<file path="src/pio_byte_pkg.sv">
// Constants and carrier types for the parallel I/O byte register bank
//
// Behaviour
// - Read location 0 returns 1 when a further transfer can be accepted, else 0.
// - Read location 1 always returns the fixed card-type code.
// - Write 3 holds irq enable and DMA bits; read 3 adds pending and priority.
// - Read location 4 returns input word bits 15 down to 8.
// - Read location 5 returns input word bits 7 down to 0.
// - Write location 4 loads output word bits 15 down to 8.
// - Write location 5 loads output word bits 7 down to 0.
// - Non-zero write to location 0 sets the handshake line; zero does nothing.
// - Non-zero write to location 1 resets the interface logic.
// - Write 7 bits 1:0 drive control outputs; 1 drives low; rest ignored.
// - Write location 2 accepts the interrupt mask byte.
// - Read 7 gives peripheral-OK, line-low flags in bits 3:0; 7:4 zero.
// - Peripheral status bits show live line levels, never latched.
// - Control outputs keep last written level; interface reset leaves them.
package pio_byte_pkg;

    // ------------------------------------------------------------
    // Byte locations
    // ------------------------------------------------------------
    localparam logic [2:0] LOC_READY_SET = 3'h0;
    localparam logic [2:0] LOC_ID_RESET = 3'h1;
    localparam logic [2:0] LOC_MASK = 3'h2;
    localparam logic [2:0] LOC_IRQ_DMA = 3'h3;
    localparam logic [2:0] LOC_WORD_HIGH = 3'h4;
    localparam logic [2:0] LOC_WORD_LOW = 3'h5;
    localparam logic [2:0] LOC_UNUSED = 3'h6;
    localparam logic [2:0] LOC_LINES = 3'h7;

    // ------------------------------------------------------------
    // Field positions
    // ------------------------------------------------------------
    localparam int BIT_IRQ_EN = 7;
    localparam int BIT_IRQ_PEND = 6;
    localparam int BIT_PRIO_LO = 4;
    localparam int BIT_BURST = 3;
    localparam int BIT_WORD_DMA = 2;
    localparam int BIT_DMA_CH1 = 1;
    localparam int BIT_DMA_CH0 = 0;
    localparam int BIT_CTL_ONE = 1;
    localparam int BIT_CTL_ZERO = 0;
    localparam int BIT_MASK_READY = 0;
    localparam int BIT_MASK_EXT = 1;

    // ------------------------------------------------------------
    // Reset values
    // ------------------------------------------------------------
    localparam logic [7:0] RST_BYTE = 8'h00;
    localparam logic [1:0] RST_CTL = 2'h0;
    localparam logic [7:0] READ_ZERO = 8'h00;

    // ------------------------------------------------------------
    // Carriers
    // ------------------------------------------------------------
    typedef struct packed {
        logic rd;
        logic wr;
        logic [2:0] addr;
        logic [7:0] wdata;
    } byte_req_t;

    typedef struct packed {
        logic ok;
        logic ext_low;
        logic one_low;
        logic zero_low;
    } line_state_t;

endpackage

</file>
<file path="src/pin_sync.sv">
// Three-stage pin synchroniser that accepts a change once stages two and three agree
`timescale 1ns/1ns
module pin_sync #(
    parameter int WIDTH = 1,
    parameter logic [WIDTH-1:0] INIT = '0
) (
    input wire logic clk,
    input wire logic arst_n,
    input wire logic [WIDTH-1:0] pin,
    output logic [WIDTH-1:0] level
);
    logic [WIDTH-1:0] s1_q;
    logic [WIDTH-1:0] s2_q;
    logic [WIDTH-1:0] s3_q;

    initial begin
        if (WIDTH < 1) $error("pin_sync width must be positive");
    end

    always_ff @(posedge clk or negedge arst_n) begin
        if (!arst_n) begin
            s1_q <= INIT;
            s2_q <= INIT;
            s3_q <= INIT;
        end else begin
            s1_q <= pin;
            s2_q <= s1_q;
            s3_q <= s2_q;
        end
    end

    // Per bit, take the new level only when the last two stages agree
    always_ff @(posedge clk or negedge arst_n) begin
        if (!arst_n) begin
            level <= INIT;
        end else begin
            level <= (s2_q & s3_q) | (level & (s2_q | s3_q));
        end
    end
endmodule // pin_sync

</file>
<file path="src/byte_store.sv">
// Byte register with a write strobe and a soft clear
`timescale 1ns/1ns
module byte_store #(
    parameter int WIDTH = 8,
    parameter logic [WIDTH-1:0] INIT = '0
) (
    input wire logic clk,
    input wire logic arst_n,
    input wire logic clear,
    input wire logic load,
    input wire logic [WIDTH-1:0] din,
    output logic [WIDTH-1:0] q
);
    initial begin
        if (WIDTH < 1 || WIDTH > 8) $error("byte_store width must be 1 to 8");
    end

    always_ff @(posedge clk or negedge arst_n) begin
        if (!arst_n) begin
            q <= INIT;
        end else if (clear) begin
            q <= INIT;
        end else if (load) begin
            q <= din;
        end
    end
endmodule // byte_store

</file>
<file path="src/parallel_io_byte_registers.sv">
// Byte-wide register bank of a 16-bit parallel I/O port
`timescale 1ns/1ns
module parallel_io_byte_registers #(
    // Arbitrary neutral card-type code
    parameter logic [7:0] CARD_TYPE_CODE = 8'h5A
) (
    input wire logic clk,
    input wire logic arst_n,
    input pio_byte_pkg::byte_req_t req,
    output logic [7:0] rdata_q,
    output logic rvalid,
    input wire logic [15:0] data_in_pins,
    output logic [15:0] data_out_q,
    output logic handshake_control_line,
    input wire logic peripheral_flag,
    input wire logic status_input_zero_n,
    input wire logic status_input_one_n,
    input wire logic external_interrupt_line_n,
    input wire logic peripheral_ok_line,
    input wire logic [1:0] irq_priority_switches,
    output logic control_output_zero_n,
    output logic control_output_one_n,
    output logic irq_request,
    output logic [3:0] dma_ctrl
);
    import pio_byte_pkg::*;

    // ------------------------------------------------------------
    // Access decode
    // ------------------------------------------------------------
    logic wr_any;
    logic wr_nonzero;
    logic wr_set;
    logic soft_rst;
    logic wr_mask;
    logic wr_ctrl;
    logic wr_high;
    logic wr_low;
    logic wr_lines;

    assign wr_any = req.wr && !req.rd;
    assign wr_nonzero = wr_any && (req.wdata != RST_BYTE);
    // Separate read and write registers share each location except 2, whose read returns zero, 3, whose read returns the written enable and DMA bits, and unused 6
    assign wr_set = wr_nonzero && (req.addr == LOC_READY_SET);
    assign soft_rst = wr_nonzero && (req.addr == LOC_ID_RESET);
    assign wr_mask = wr_any && (req.addr == LOC_MASK);
    assign wr_ctrl = wr_any && (req.addr == LOC_IRQ_DMA);
    assign wr_high = wr_any && (req.addr == LOC_WORD_HIGH);
    assign wr_low = wr_any && (req.addr == LOC_WORD_LOW);
    assign wr_lines = wr_any && (req.addr == LOC_LINES);

    // ------------------------------------------------------------
    // Pin synchronisers
    // ------------------------------------------------------------
    logic [15:0] data_in_s;
    logic [4:0] line_s;
    line_state_t lines;
    logic flag_s;

    pin_sync #(
        .WIDTH(16),
        .INIT(16'h0000)
    ) u_data_sync (
        .clk(clk),
        .arst_n(arst_n),
        .pin(data_in_pins),
        .level(data_in_s)
    );

    pin_sync #(
        .WIDTH(5),
        .INIT(5'h0F)
    ) u_line_sync (
        .clk(clk),
        .arst_n(arst_n),
        .pin({peripheral_flag, peripheral_ok_line, external_interrupt_line_n,
              status_input_one_n, status_input_zero_n}),
        .level(line_s)
    );

    // Line-low flags read as 1 when the line is low
    assign flag_s = line_s[4];
    assign lines.ok = line_s[3];
    assign lines.ext_low = !line_s[2];
    assign lines.one_low = !line_s[1];
    assign lines.zero_low = !line_s[0];

    // ------------------------------------------------------------
    // Writable bytes
    // ------------------------------------------------------------
    logic [7:0] mask_q;
    logic [7:0] ctrl_q;
    logic [7:0] out_high_q;
    logic [7:0] out_low_q;

    byte_store #(
        .WIDTH(8),
        .INIT(RST_BYTE)
    ) u_mask (
        .clk(clk),
        .arst_n(arst_n),
        .clear(soft_rst),
        .load(wr_mask),
        .din(req.wdata),
        .q(mask_q)
    );

    byte_store #(
        .WIDTH(8),
        .INIT(RST_BYTE)
    ) u_ctrl (
        .clk(clk),
        .arst_n(arst_n),
        .clear(soft_rst),
        .load(wr_ctrl),
        .din(req.wdata),
        .q(ctrl_q)
    );

    byte_store #(
        .WIDTH(8),
        .INIT(RST_BYTE)
    ) u_out_high (
        .clk(clk),
        .arst_n(arst_n),
        .clear(soft_rst),
        .load(wr_high),
        .din(req.wdata),
        .q(out_high_q)
    );

    byte_store #(
        .WIDTH(8),
        .INIT(RST_BYTE)
    ) u_out_low (
        .clk(clk),
        .arst_n(arst_n),
        .clear(soft_rst),
        .load(wr_low),
        .din(req.wdata),
        .q(out_low_q)
    );

    assign data_out_q = {out_high_q, out_low_q};
    assign dma_ctrl = ctrl_q[BIT_BURST:BIT_DMA_CH0];

    // ------------------------------------------------------------
    // Control output lines
    // ------------------------------------------------------------
    logic [1:0] ctl_q;

    // Only power-on reset touches these; the soft reset does not
    always_ff @(posedge clk or negedge arst_n) begin
        if (!arst_n) begin
            ctl_q <= RST_CTL;
        end else if (wr_lines) begin
            ctl_q <= req.wdata[BIT_CTL_ONE:BIT_CTL_ZERO];
        end
    end

    assign control_output_zero_n = !ctl_q[BIT_CTL_ZERO];
    assign control_output_one_n = !ctl_q[BIT_CTL_ONE];

    // ------------------------------------------------------------
    // Handshake control line
    // ------------------------------------------------------------
    logic hs_line_q;
    logic flag_d_q;
    logic flag_rise;

    always_ff @(posedge clk or negedge arst_n) begin
        if (!arst_n) begin
            flag_d_q <= 1'b0;
        end else begin
            flag_d_q <= flag_s;
        end
    end

    assign flag_rise = flag_s && !flag_d_q;

    // A set in the same cycle as the peripheral's completion wins
    always_ff @(posedge clk or negedge arst_n) begin
        if (!arst_n) begin
            hs_line_q <= 1'b0;
        end else if (soft_rst) begin
            hs_line_q <= 1'b0;
        end else if (wr_set) begin
            hs_line_q <= 1'b1;
        end else if (flag_rise) begin
            hs_line_q <= 1'b0;
        end
    end

    assign handshake_control_line = hs_line_q;

    // ------------------------------------------------------------
    // Ready and interrupt
    // ------------------------------------------------------------
    logic ready;
    logic irq_pend;

    assign ready = !hs_line_q;
    assign irq_pend = (mask_q[BIT_MASK_READY] && ready)
        || (mask_q[BIT_MASK_EXT] && lines.ext_low);
    assign irq_request = ctrl_q[BIT_IRQ_EN] && irq_pend;

    // ------------------------------------------------------------
    // Read path
    // ------------------------------------------------------------
    logic [7:0] rdata_d;

    always_comb begin
        rdata_d = READ_ZERO;
        unique case (req.addr)
            LOC_READY_SET: rdata_d = {7'h00, ready};
            LOC_ID_RESET: rdata_d = CARD_TYPE_CODE;
            LOC_MASK: rdata_d = READ_ZERO;
            LOC_IRQ_DMA: rdata_d = {ctrl_q[BIT_IRQ_EN], irq_request,
                irq_priority_switches, ctrl_q[BIT_BURST:BIT_DMA_CH0]};
            LOC_WORD_HIGH: rdata_d = data_in_s[15:8];
            LOC_WORD_LOW: rdata_d = data_in_s[7:0];
            LOC_UNUSED: rdata_d = READ_ZERO;
            LOC_LINES: rdata_d = {4'h0, lines};
        endcase
    end

    always_ff @(posedge clk or negedge arst_n) begin
        if (!arst_n) begin
            rdata_q <= READ_ZERO;
        end else if (req.rd) begin
            rdata_q <= rdata_d;
        end
    end

    always_ff @(posedge clk or negedge arst_n) begin
        if (!arst_n) begin
            rvalid <= 1'b0;
        end else begin
            rvalid <= req.rd;
        end
    end

    // ------------------------------------------------------------
    // Checks
    // ------------------------------------------------------------
    chk_ready_read: assert property (@(posedge clk) disable iff (!arst_n)
        (req.rd && req.addr == LOC_READY_SET) |=> (rdata_q == {7'h00, !$past(hs_line_q)}))
        else $error("ready byte does not follow handshake state");

    chk_card_code: assert property (@(posedge clk) disable iff (!arst_n)
        (req.rd && req.addr == LOC_ID_RESET) |=> (rdata_q == CARD_TYPE_CODE))
        else $error("card code read wrong");

    chk_irq_status: assert property (@(posedge clk) disable iff (!arst_n)
        (req.rd && req.addr == LOC_IRQ_DMA)
        |=> (rdata_q[BIT_IRQ_EN] == $past(ctrl_q[BIT_IRQ_EN])
             && rdata_q[BIT_IRQ_PEND] == $past(irq_request)
             && rdata_q[BIT_PRIO_LO+1:BIT_PRIO_LO] == $past(irq_priority_switches)
             && rdata_q[BIT_BURST:BIT_DMA_CH0] == $past(ctrl_q[BIT_BURST:BIT_DMA_CH0])))
        else $error("irq status byte wrong");

    chk_word_high: assert property (@(posedge clk) disable iff (!arst_n)
        (req.rd && req.addr == LOC_WORD_HIGH) |=> (rdata_q == $past(data_in_s[15:8])))
        else $error("input high byte wrong");

    chk_word_low: assert property (@(posedge clk) disable iff (!arst_n)
        (req.rd && req.addr == LOC_WORD_LOW) |=> (rdata_q == $past(data_in_s[7:0])))
        else $error("input low byte wrong");

    chk_out_high: assert property (@(posedge clk) disable iff (!arst_n)
        wr_high && !soft_rst |=> (data_out_q[15:8] == $past(req.wdata)))
        else $error("output high byte not loaded");

    chk_out_low: assert property (@(posedge clk) disable iff (!arst_n)
        wr_low |=> (data_out_q[7:0] == $past(req.wdata)))
        else $error("output low byte not loaded");

    chk_hs_set: assert property (@(posedge clk) disable iff (!arst_n)
        wr_set |=> handshake_control_line)
        else $error("handshake line not set");

    chk_hs_zero: assert property (@(posedge clk) disable iff (!arst_n)
        (wr_any && req.addr == LOC_READY_SET && req.wdata == RST_BYTE && !flag_rise)
        |=> $stable(handshake_control_line))
        else $error("zero write moved handshake line");

    chk_soft_reset: assert property (@(posedge clk) disable iff (!arst_n)
        soft_rst |=> (data_out_q == 16'h0000 && !handshake_control_line && ctrl_q == RST_BYTE))
        else $error("interface reset incomplete");

    chk_ctl_drive: assert property (@(posedge clk) disable iff (!arst_n)
        wr_lines |=> (control_output_one_n == !$past(req.wdata[1])
                      && control_output_zero_n == !$past(req.wdata[0])))
        else $error("control lines wrong");

    chk_ctl_keep: assert property (@(posedge clk) disable iff (!arst_n)
        soft_rst |=> $stable(ctl_q))
        else $error("interface reset moved control lines");

    chk_line_bits: assert property (@(posedge clk) disable iff (!arst_n)
        (req.rd && req.addr == LOC_LINES) |=> (rdata_q[7:4] == 4'h0
            && rdata_q[0] == !$past(line_s[0])))
        else $error("peripheral status byte wrong");

    chk_undef_zero: assert property (@(posedge clk) disable iff (!arst_n)
        (req.rd && (req.addr == LOC_UNUSED || req.addr == LOC_MASK)) |=> (rdata_q == 8'h00))
        else $error("undefined location not zero");

    chk_undef_write: assert property (@(posedge clk) disable iff (!arst_n)
        (wr_any && req.addr == LOC_UNUSED) |=> ($stable(data_out_q) && $stable(ctl_q)
            && $stable(mask_q) && $stable(ctrl_q)))
        else $error("write to undefined location had effect");

    chk_mask_load: assert property (@(posedge clk) disable iff (!arst_n)
        wr_mask |=> (mask_q == $past(req.wdata)))
        else $error("interrupt mask not loaded");

    chk_dma_load: assert property (@(posedge clk) disable iff (!arst_n)
        wr_ctrl |=> (dma_ctrl == $past(req.wdata[BIT_BURST:BIT_DMA_CH0])))
        else $error("dma control not loaded");

    chk_hs_done: assert property (@(posedge clk) disable iff (!arst_n)
        (flag_rise && !wr_set) |=> !handshake_control_line)
        else $error("handshake line not cleared on completion");

    chk_line_live: assert property (@(posedge clk) disable iff (!arst_n)
        (req.rd && req.addr == LOC_LINES) |=> (rdata_q[3:0] == $past(lines)))
        else $error("peripheral status not live");

    chk_ctl_hold: assert property (@(posedge clk) disable iff (!arst_n)
        !wr_lines |=> $stable(ctl_q))
        else $error("control lines moved without a write");

    chk_clash_read: assert property (@(posedge clk) disable iff (!arst_n)
        (req.rd && req.wr) |=> ($stable(data_out_q) && $stable(mask_q) && $stable(ctrl_q)
            && $stable(ctl_q)))
        else $error("read with write strobe changed a register");

    chk_rdata_hold: assert property (@(posedge clk) disable iff (!arst_n)
        !req.rd |=> ($stable(rdata_q) && !rvalid))
        else $error("read data moved without a read");

    cov_set_then_done: cover property (@(posedge clk) disable iff (!arst_n)
        wr_set ##[1:50] flag_rise);
    cov_soft_reset: cover property (@(posedge clk) disable iff (!arst_n) soft_rst);
    cov_irq: cover property (@(posedge clk) disable iff (!arst_n) $rose(irq_request));
    cov_clash_read: cover property (@(posedge clk) disable iff (!arst_n) req.rd && req.wr);
endmodule // parallel_io_byte_registers

</file>
<file path="config.mk">
export PLATFORM = sky130hd
export DESIGN_NAME = parallel_io_byte_registers
export DESIGN_NICKNAME = d
export VERILOG_FILES = /design/src/pio_byte_pkg.sv /design/src/pin_sync.sv /design/src/byte_store.sv /design/src/parallel_io_byte_registers.sv
export SDC_FILE = /design/constraint.sdc
export NUM_CORES = 1
export LEC_CHECK = 0
export BUFFER_PORTS_ARGS = -buffer_cell sky130_fd_sc_hd__buf_2
export CAP_MARGIN = 20
export CORE_MARGIN = 1.5
export CORE_UTILIZATION = 42
export CTS_CLUSTER_SIZE = 24
export DETAILED_ROUTE_END_ITERATION = 10
export PLACE_DENSITY_LB_ADDON = 0.3
export SLEW_MARGIN = 20
export SYNTH_ARGS = -nofsm -noshare
export SYNTH_HDL_FRONTEND = slang
export SYNTH_SLANG_ARGS = --single-unit
</file>
<file path="constraint.sdc">
create_clock -name clk -period 1.1 [get_ports clk]
set_input_delay 0.11 -clock clk [delete_from_list [all_inputs] [get_ports clk]]
set_output_delay 0.11 -clock clk [all_outputs]
set_load 0.05 [all_outputs]
</file>
==> results of run 1 <==
cell families after synthesis:
family	count (synthesis)	share of synthesized area, %
compound gates	31	4.41
fa+ha+maj	21	4.90
buf+inv	26	3.79
flops	120	70.5
mux	28	6.54
simple gates	59	9.84
metal layers:
layer | vias to the layer above | routed length, um
met4 | 0 | 101
li1 | 1290 | -
met5 | - | 0
met3 | 9 | 381
met1 | 1363 | 3920
met2 | 70 | 4170
repair_timing:
| action | 4_1_cts | 5_1_grt |
|---|---|---|
| endpoints found under the hold margin | 143 | 0 |
| setup endpoints to repair | 34 | 38 |
| hold buffers | 31 | 0 |
| setup buffers | 12 | 11 |
| gates resized for setup | 76 | 7 |
| pin swaps | 2 | 9 |
cells in the mapped netlist (2+ instances only):
library cell and n:
a21oi_1 9, mux2i_1 28, inv_1 10, nand3b_1 3
o21ai_1 5, o22ai_1 3, nor2_1 11, nand2_1 6
buf_2 6, dfrtp_1 104, buf_6 3, buf_4 5
o21ai_0 4, maj3_1 21, a22oi_1 2, nand3_1 3
nor2_4 11, dfstp_2 16, nor2_2 11, nor2b_1 2
through the flow:
| stage | setup slack (ns) | hold slack [ns] | std cells | total power, mW |
|---|---|---|---|---|
| after floorplan | -0.0258 | -0.186 | 285 | 6.36 |
| after global placement | -0.113 | 0.0577 | 505 | 6.91 |
| after detailed placement | -0.166 | 0.0526 | 505 | 6.95 |
| after CTS | -0.454 | 0.00339 | 580 | 13.0 |
| after global routing | -0.481 | 0.0343 | 590 | 13.5 |
| final | -0.426 | 0.0289 | 590 | 13.0 |
critical path, delay by kind of cell (launching register included):
family | cells | cell delay [ns]
AOI/OAI and AO/OA | 1 | 0.18
DFF | 1 | 0.42
and+or+nand+nor | 1 | 0.17
buffers and inverters | 1 | 0.14
area by class of cell:
cell class	instances	area, um2
timing repair buffer	156	1380
tap	133	166
clock buffer	25	484
multi-input combinational	139	1170
fill	718	3430
clock inverter	7	115
inverter	10	37.5
sequential	120	3020
worst paths after layout:
kind / slack [ns] / startpoint / end
max: -0.43 / handshake_control_line$_DFFE_PN0P_ / irq_request
min: 0.03 / req[1] / ctl_q[1]$_DFFE_PN0P_
max reg2reg: -0.17 / u_line_sync.level[2]$_DFF_PN1_ / rdata_q[2]$_DFFE_PN0P_
min reg2reg: 0.35 / u_data_sync.s1_q[6]$_DFF_PN0_ / u_data_sync.s2_q[6]$_DFF_PN0_
max in group asynchronous: 0.47 / arst_n / u_line_sync.level[3]$_DFF_PN1_
min in group asynchronous: 0.07 / arst_n / u_out_low.q[7]$_DFFE_PN0P_
sequential cells by signal, indices dropped and copies added, names as in the netlist:
register                cells
ctl_q                       2
flag_d_q                    1
handshake_control_line      1
rdata_q                     8
rvalid                      1
u_ctrl.q                    5
u_data_sync.level          16
u_data_sync.s1_q           16
u_data_sync.s2_q           16
u_data_sync.s3_q           16
u_line_sync.level           5
u_line_sync.s1_q            5
u_line_sync.s2_q            5
u_line_sync.s3_q            5
u_mask.q                    2
u_out_high.q                8
u_out_low.q                 8
power groups by stage:
stage | logic (mW) | clock network [mW] | registers, mW
2_1_floorplan | 0.734 | 0 | 5.62
3_3_place_gp | 1.77 | 0 | 5.14
3_5_place_dp | 1.79 | 0 | 5.16
4_1_cts | 2.29 | 5.58 | 5.12
5_1_grt | 2.54 | 5.80 | 5.17
6_report | 2.40 | 5.44 | 5.12
==> flow_summary.json, run 1 <==
{
  "drv_slew": 0,
  "violations": "setup timing",
  "outcome": "finished, violations left",
  "cp_slowest_stage_delay_ns": 0.42,
  "cp_slowest_cell": "dfrtp_2",
  "core_area_um2": 9820,
  "use_met3_pct": 5.76,
  "yosysTopAreaCell": "dfrtp_1",
  "placed_area_um2": 5040,
  "die_h_um": 104,
  "ys_warn_count": 0,
  "synth_top_area_share_pct": 60.7,
  "synth-seq-area-share_pct": 70.5,
  "grt_antenna_before_repair": 0,
  "crit_path_end_kind": "primary output",
  "cts_tree": "built",
  "syn_nets": 323,
  "worstPathArrival_ns": 1.42,
  "rsz0062_at_grt": "yes",
  "grt_overflow": 0,
  "async_flop_share_pct": 100,
  "drv_cap": 0,
  "area_growth_pct": 49.0,
  "setup_viol": 35,
  "critPathRequiredTime_ns": 0.99,
  "avgSynthCellArea_um2": 15.0,
  "track_usage_pct": 16.9,
  "drive_above_1_share_pct": 46.0,
  "p_switching_mw": 3.36,
  "power.density_nw_per_um2": 2030,
  "clockRootBuffer": "clkbuf_8",
  "num_vias": 2732,
  "combPwrFrac_pct": 18.5,
  "path_cells": "o22ai_2 > and2_4 > buf_8",
  "ys.flop_type": "dfrtp_1",
  "grt_pass1_vias": 2791,
  "cts.sinks": 120,
  "seq_power_share_pct": 39.5,
  "fmax_mhz": 655,
  "gr-max-usage-layer": "met2",
  "grt_max_degree": 31,
  "initial_utilization_pct": 43.7,
  "postSynthCellCount": 285,
  "fin_crit_sh_pct": 139,
  "hold_viol": 0,
  "rows": 36,
  "worst_hold_path.num_cells": 4,
  "ant_nets": 0,
  "grt_first_pass_wirelength_um": 14000,
  "place.port_buffers": 70,
  "finalCriticalPeriod_ns": 1.53,
  "critPathKind": "reg -> out",
  "viasPerCell": 4.63,
  "hold_class": "in -> reg",
  "cts.clk_slew.worst_paths_ns": 0.05,
  "setup_ws_ns": -0.426,
  "drt-initial-drc-count": 124,
  "reg2reg_depth": 6,
  "drtPass1Iterations": 7,
  "nNetsFinal": 482,
  "pin_count": 71,
  "final_area_um2": 6390,
  "power.internal_mw": 9.60,
  "tns_ns": -2.89,
  "mostFrequentLayoutCells": "dfrtp_1 (103), buf_4 (46), buf_2 (36)",
  "pwr-share-clk_pct": 42.0,
  "postLayoutCoreUtil_pct": 65.0,
  "place_hpwl_um": 5360,
  "finalWeightedCongestion": 0.753,
  "synthTopCellsByArea": "dfrtp_1 (61%), dfstp_2 (9.8%), mux2i_1 (6.5%), maj3_1 (4.9%), nor2_4 (2.9%)",
  "insertion_delay_ns": 0.50,
  "ctsHtreeMaxLevel": 4,
  "power.share.switching_pct": 25.9,
  "dieWidth_um": 104,
  "start_kind": "register",
  "n_antenna_cell": 0,
  "grt_use_met2_pct": 26.8,
  "synth-edff-count": 0,
  "p_leak_nw": 2.95,
  "dieArea_um2": 10800,
  "final_common_cell": "dfrtp_1",
  "cts_buffers": 17,
  "clockBufferDepth": 2,
  "drc_errors": 0,
  "grt_use_met1_pct": 22.2,
  "tightest_slew_ns": 0.380,
  "synth_area_um2": 4290,
  "irDropWorstVdd_mv": 0.989,
  "ys_ff_latch": 120,
  "avgRoutedWirePerCell_um": 14.5,
  "skew_ns": 0.00774,
  "slew_headroom_pct": 74.7,
  "crit_fanout": 2,
  "routed_wl_um": 8580,
  "ys_types": 42
}
(Power assumes the default switching activity.)
==> inputs of run 2 (changes only) <==
--- a/config.mk
+++ b/config.mk
@@ -8,7 +8,7 @@
 export BUFFER_PORTS_ARGS = -buffer_cell sky130_fd_sc_hd__buf_2
 export CAP_MARGIN = 20
 export CORE_MARGIN = 1.5
-export CORE_UTILIZATION = 42
+export CORE_UTILIZATION = 30
 export CTS_CLUSTER_SIZE = 24
 export DETAILED_ROUTE_END_ITERATION = 10
 export PLACE_DENSITY_LB_ADDON = 0.3
==> run 2 against run 1 <==
Net effect:
- the flow still finishes with violations (setup timing)
- power increased by 1.6%
- count of clock-buffer cells in the layout fell by 7
- die area up 39%
- non-clock buffer count down 16
- largest cell class unchanged
- clock power rose by 5.9%
- core utilization shrank 20 points
- clock skew is 0.0026 ns lower
==> flow_summary.json, run 2 (synthesis results as in run 1) <==
{
  "grt_antenna_before_repair": 0,
  "fmax_mhz": 700,
  "clockRootBuffer": "clkbuf_16",
  "cts.clk_slew.worst_paths_ns": 0.05,
  "final_common_cell": "dfrtp_1",
  "drtPass1Iterations": 4,
  "grt_first_pass_wirelength_um": 13700,
  "r2r-end": "rdata_q[2]$_DFFE_PN0P_",
  "worst_hold_path.num_cells": 3,
  "final_area_um2": 6310,
  "drt-initial-drc-count": 162,
  "hold_class": "in -> reg",
  "hold-worst-slack_ns": 0.0359,
  "place_hpwl_um": 5910,
  "initial_utilization_pct": 30.8,
  "cts.sinks": 120,
  "outcome": "finished, violations left",
  "ctsHtreeMaxLevel": 4,
  "stdcell_count": 621,
  "viasPerCell": 4.22,
  "path_cells": "o22ai_2 > and2_4 > buf_8",
  "area_growth_pct": 47.2,
  "violations": "setup timing",
  "fin_crit_sh_pct": 130,
  "setup_viol": 4,
  "r2r_slack_ns": -0.02,
  "critPathKind": "reg -> out",
  "cts_buffers": 17,
  "tightest_slew_ns": 0.278,
  "fillers": 1260,
  "cp_slowest_cell": "dfrtp_2",
  "start_kind": "register",
  "postLayoutCoreUtil_pct": 45.3,
  "hold_start": "irq_priority_switches[1]",
  "routed_wl_um": 8460,
  "rsz0062_at_grt": "yes",
  "placed_area_um2": 5100,
  "irDropWorstVdd_mv": 1.17,
  "grt_overflow": 0,
  "dieWidth_um": 123,
  "die_h_um": 123,
  "grt_pass1_vias": 2707,
  "place_inst": 553,
  "power.total_mw": 13.2,
  "crit_fanout": 3,
  "drv_slew": 0,
  "skew_ns": 0.00511,
  "r2r_start": "u_line_sync.level[2]$_DFF_PN1_",
  "crit_path_start": "handshake_control_line$_DFFE_PN0P_",
  "reg2reg_depth": 5,
  "power.density_nw_per_um2": 2090,
  "rows": 43,
  "place.port_buffers": 70,
  "finalWeightedCongestion": 0.701,
  "dieArea_um2": 15000,
  "ant_nets": 0,
  "drv_cap": 0,
  "slew_headroom_pct": 81.0,
  "cp_slowest_stage_delay_ns": 0.43,
  "drc_errors": 0,
  "insertion_delay_ns": 0.41,
  "pin_count": 71,
  "setup_ws_ns": -0.328,
  "hold_end": "rdata_q[5]$_DFFE_PN0P_",
  "nNetsFinal": 466,
  "worstPathArrival_ns": 1.32,
  "num_vias": 2623,
  "p_leak_nw": 2.89,
  "core_area_um2": 13900,
  "critPathRequiredTime_ns": 0.99,
  "avgRoutedWirePerCell_um": 13.6,
  "hold_viol": 0,
  "clockBufferDepth": 2,
  "crit_path_end_kind": "primary output",
  "finalCriticalPeriod_ns": 1.43,
  "path_delay_family": "flip-flops",
  "n_antenna_cell": 0,
  "cp.buffers_inverters": 1,
  "grt_max_degree": 35,
  "cts_tree": "built",
  "drive_above_1_share_pct": 46.0,
  "mostFrequentLayoutCells": "dfrtp_1 (103), buf_4 (41), buf_2 (36)",
  "track_usage_pct": 12.4
}
-- run 2: cell types whose count changed in the layout (fill, tap and decap cells not counted), moves of 2 or more --
cell,delta
clkbuf_8,-5
buf_6,-3
inv_6,+2
dlygate4sd3_1,-9
buf_4,-5
clkbuf_1,-3
clkinv_4,+5
-- run 2: worst max path at each step --
| stage | slack, ns | endpoint | cells past startpoint |
|---|---|---|---|
| after global placement | -0.16 | u_out_high.q[6]$_DFFE_PN0P_ | 6 |
| after CTS | -0.36 | irq_request | 3 |
| after floorplan | -0.03 | u_ctrl.q[0]$_DFFE_PN0P_ | 5 |
| after detailed placement | -0.19 | u_out_low.q[5]$_DFFE_PN0P_ | 6 |
| final | -0.33 | irq_request | 3 |
| after global routing | -0.39 | irq_request | 3 |
-- run 2: cell type report --
cell class	count	area, um2	share of cell area [%]
inverters	10	37.5	0.595
repair buffers	140	1240	19.6
well taps	180	225	3.57
flip-flops and latches	120	3020	47.9
clock buffers	18	429	6.80
multi-input cells	139	1160	18.3
clock inverters	14	199	3.15
-- run 2: metrics by stage --
stage	setup TNS, ns	setup WS, ns
after global placement	-3.41	-0.160
after detailed placement	-3.88	-0.189
final	-0.583	-0.328
after global routing	-1.17	-0.393
after CTS	-0.635	-0.355
after floorplan	-0.148	-0.0258
-- run 2: tightest hold or removal path, stage by stage --
cell and delay, ns:
buf_2 0.10, a21oi_1 0.06, a21oi_1 0.13
-- run 2: per-layer routing --
metal	part of all wire, %	wire [um]	vias up	GRT usage, %
met5	0	0	-	0
met4	1.0	88	0	5.01
met3	5.3	449	6	4.65
met2	48	4070	68	18.6
met1	46	3850	1291	16.3
li1	-	-	1258	-
-- run 2: where the power goes --
part	switching (mW)	internal, mW	leakage, nW	total (mW)
Combinational	1.30	0.976	1.16	2.28
Clock	1.96	3.81	0.305	5.76
Sequential	0.261	4.86	1.42	5.12
Total	3.52	9.64	2.89	13.2
-- run 2: what timing repair did --
item / CTS / global route
gates cloned: 0 / 0
pin swaps: 1 / 6
hold buffers: 22 / 0
endpoints found under the hold margin: 127 / 0
gates resized for setup: 67 / 11
buffers inserted: 4 / 11
endpoints found under the setup margin: 35 / 35
==> inputs of run 3 (changes only) <==
--- a/config.mk
+++ b/config.mk
@@ -7,6 +7,7 @@
 export LEC_CHECK = 0
 export BUFFER_PORTS_ARGS = -buffer_cell sky130_fd_sc_hd__buf_2
 export CAP_MARGIN = 20
+export CORE_ASPECT_RATIO = 1.75
 export CORE_MARGIN = 1.5
 export CORE_UTILIZATION = 30
 export CTS_CLUSTER_SIZE = 24
==> run 3 against run 2 <==
Net effect:
- the flow still finishes with violations (setup timing)
- worst setup slack worse by 0.0063 ns
- power is 3.0% lower
- sequential cell count stayed put
- sequential power hardly changed
- clock power shrank 6.9%
- maximum frequency decreased by 0.44%
- hold slack lost 0.012 ns
- design area shrank 0.42%
- routed wire length grew 2.7%
- critical path depth unchanged
- highest routed layer unchanged
==> flow_summary.json, run 3 (synthesis results as in run 1) <==
{
  "place.port_buffers": 70,
  "cp_slowest_stage_delay_ns": 0.54,
  "grt_pass1_vias": 2926,
  "rows": 57,
  "cts.sinks": 120,
  "place_hpwl_um": 6170,
  "rsz0062_at_grt": "yes",
  "pin_count": 71,
  "place_inst": 552,
  "avgRoutedWirePerCell_um": 14.0,
  "core_area_um2": 13900,
  "grt_max_degree": 40,
  "worstPathArrival_ns": 1.32,
  "placed_area_um2": 5100,
  "finalCriticalPeriod_ns": 1.43,
  "viasPerCell": 4.31,
  "violations": "setup timing",
  "drive_above_1_share_pct": 46.3,
  "die_h_um": 161,
  "outcome": "finished, violations left",
  "tightest_slew_ns": 0.297,
  "pwr-share-clk_pct": 42.0,
  "final_area_um2": 6280,
  "multiInputGateArea_um2": 1160,
  "dieArea_um2": 15000,
  "grt_overflow": 0,
  "slew_headroom_pct": 79.6,
  "stdcell_count": 622,
  "ctsHtreeMaxLevel": 4,
  "tns_ns": -0.711,
  "n_antenna_cell": 0,
  "hold_viol": 0,
  "seq_power_share_pct": 40.1,
  "combPwrFrac_pct": 17.9,
  "insertion_delay_ns": 0.41,
  "skew_ns": 0.00748,
  "mostFrequentLayoutCells": "dfrtp_1 (102), buf_4 (45), buf_2 (36)",
  "power.total_mw": 12.8,
  "num_vias": 2683,
  "drc_errors": 0,
  "nNetsFinal": 470,
  "cts_tree": "built",
  "clockBufferDepth": 2,
  "setup_viol": 5,
  "finalWeightedCongestion": 0.777,
  "dieWidth_um": 93.4,
  "cts.clk_slew.worst_paths_ns": 0.06,
  "power.share.switching_pct": 27.2,
  "start_kind": "register",
  "critPathKind": "reg -> out",
  "crit_path_end_kind": "primary output",
  "final-seq-area_um2": 3030,
  "path_delay_family": "flip-flops",
  "clockRootBuffer": "clkbuf_16",
  "hold-worst-slack_ns": 0.0236,
  "place_ws_ns": -0.234,
  "area_growth_pct": 46.6,
  "drtPass1Iterations": 4,
  "cp.buffers_inverters": 1,
  "irDropWorstVdd_mv": 0.920,
  "fin_crit_sh_pct": 130,
  "setup_ws_ns": -0.334,
  "ant_nets": 0,
  "path_cells": "o22ai_2 > and2_4 > buf_8",
  "power.density_nw_per_um2": 2030,
  "drv_slew": 0,
  "grt_antenna_before_repair": 0,
  "drt-initial-drc-count": 80,
  "drv_cap": 0,
  "p_switching_mw": 3.47,
  "routed_wl_um": 8690,
  "initial_utilization_pct": 30.8,
  "power.internal_mw": 9.29,
  "cts_buffers": 17,
  "fmax_mhz": 697,
  "p_leak_nw": 2.87,
  "track_usage_pct": 13.0,
  "final_common_cell": "dfrtp_1",
  "hold_class": "in -> reg",
  "fillers": 1261,
  "grt_first_pass_wirelength_um": 14700,
  "cp_slowest_cell": "dfstp_2",
  "postLayoutCoreUtil_pct": 45.2,
  "crit_fanout": 2,
  "critPathRequiredTime_ns": 0.99
}
[run 3: cell count changes in the layout (fill, tap and decap cells not counted), moves of 2 or more]
cell	delta
inv_6	-2
clkinv_4	-2
buf_4	+4
clkbuf_8	+2
bufinv_16	-2
clkinvlp_4	+2
[run 3: area by class of cell]
| type | count | share of cell area (%) |
|---|---|---|
| clock buffer | 21 | 7.33 |
| multi-input combinational | 139 | 18.4 |
| clock inverter | 11 | 1.97 |
| inverter | 10 | 0.597 |
| sequential | 120 | 48.1 |
| tap | 177 | 3.52 |
| timing repair buffer | 144 | 20.0 |
[run 3: power groups by stage]
stage	clock, mW	combinational [mW]	sequential (mW)
3_5_place_dp	0	1.80	5.17
2_1_floorplan	0	0.734	5.62
4_1_cts	5.51	2.23	5.13
6_report	5.36	2.29	5.12
3_3_place_gp	0	1.76	5.15
5_1_grt	5.73	2.45	5.17
[run 3: worst paths after layout]
path                            depth (start not counted)                                from                        endpoint  slack, ns
worst min-delay path                                    3            irq_priority_switches[1]          rdata_q[5]$_DFFE_PN0P_       0.02
worst max-delay path                                    3      u_line_sync.level[2]$_DFF_PN1_                     irq_request      -0.33
worst min register to register                          0       u_data_sync.s1_q[7]$_DFF_PN0_   u_data_sync.s2_q[7]$_DFF_PN0_       0.35
worst max register to register                          5  handshake_control_line$_DFFE_PN0P_          rdata_q[0]$_DFFE_PN0P_      -0.07
min in group asynchronous                               2                              arst_n  u_data_sync.level[1]$_DFF_PN0_       0.14
max in group asynchronous                               3                              arst_n   u_line_sync.s1_q[2]$_DFF_PN1_       0.41
[run 3: timing repair]
item                       CTS  global route
gates resized for setup     74             4
setup endpoints to repair   34            25
hold endpoints to repair   132             0
buffers inserted            11             7
pin swaps                    2             2
hold buffers                23             0
[run 3: routing by layer]
| metal | share of wire (%) | GRT usage [%] | vias up |
|---|---|---|---|
| met4 | 2.7 | 6.40 | 0 |
| li1 | - | - | 1263 |
| met2 | 56 | 23.5 | 71 |
| met5 | 0 | 0 | - |
| met3 | 4.0 | 3.95 | 15 |
| met1 | 37 | 13.3 | 1334 |
[run 3: worst reg2reg max path, stage by stage, from the launching register on]
cell and delay, ns:
dfrtp_2 0.42, buf_6 0.13, buf_6 0.11, o311ai_4 0.24
nand3_1 0.10, o21ai_1 0.10
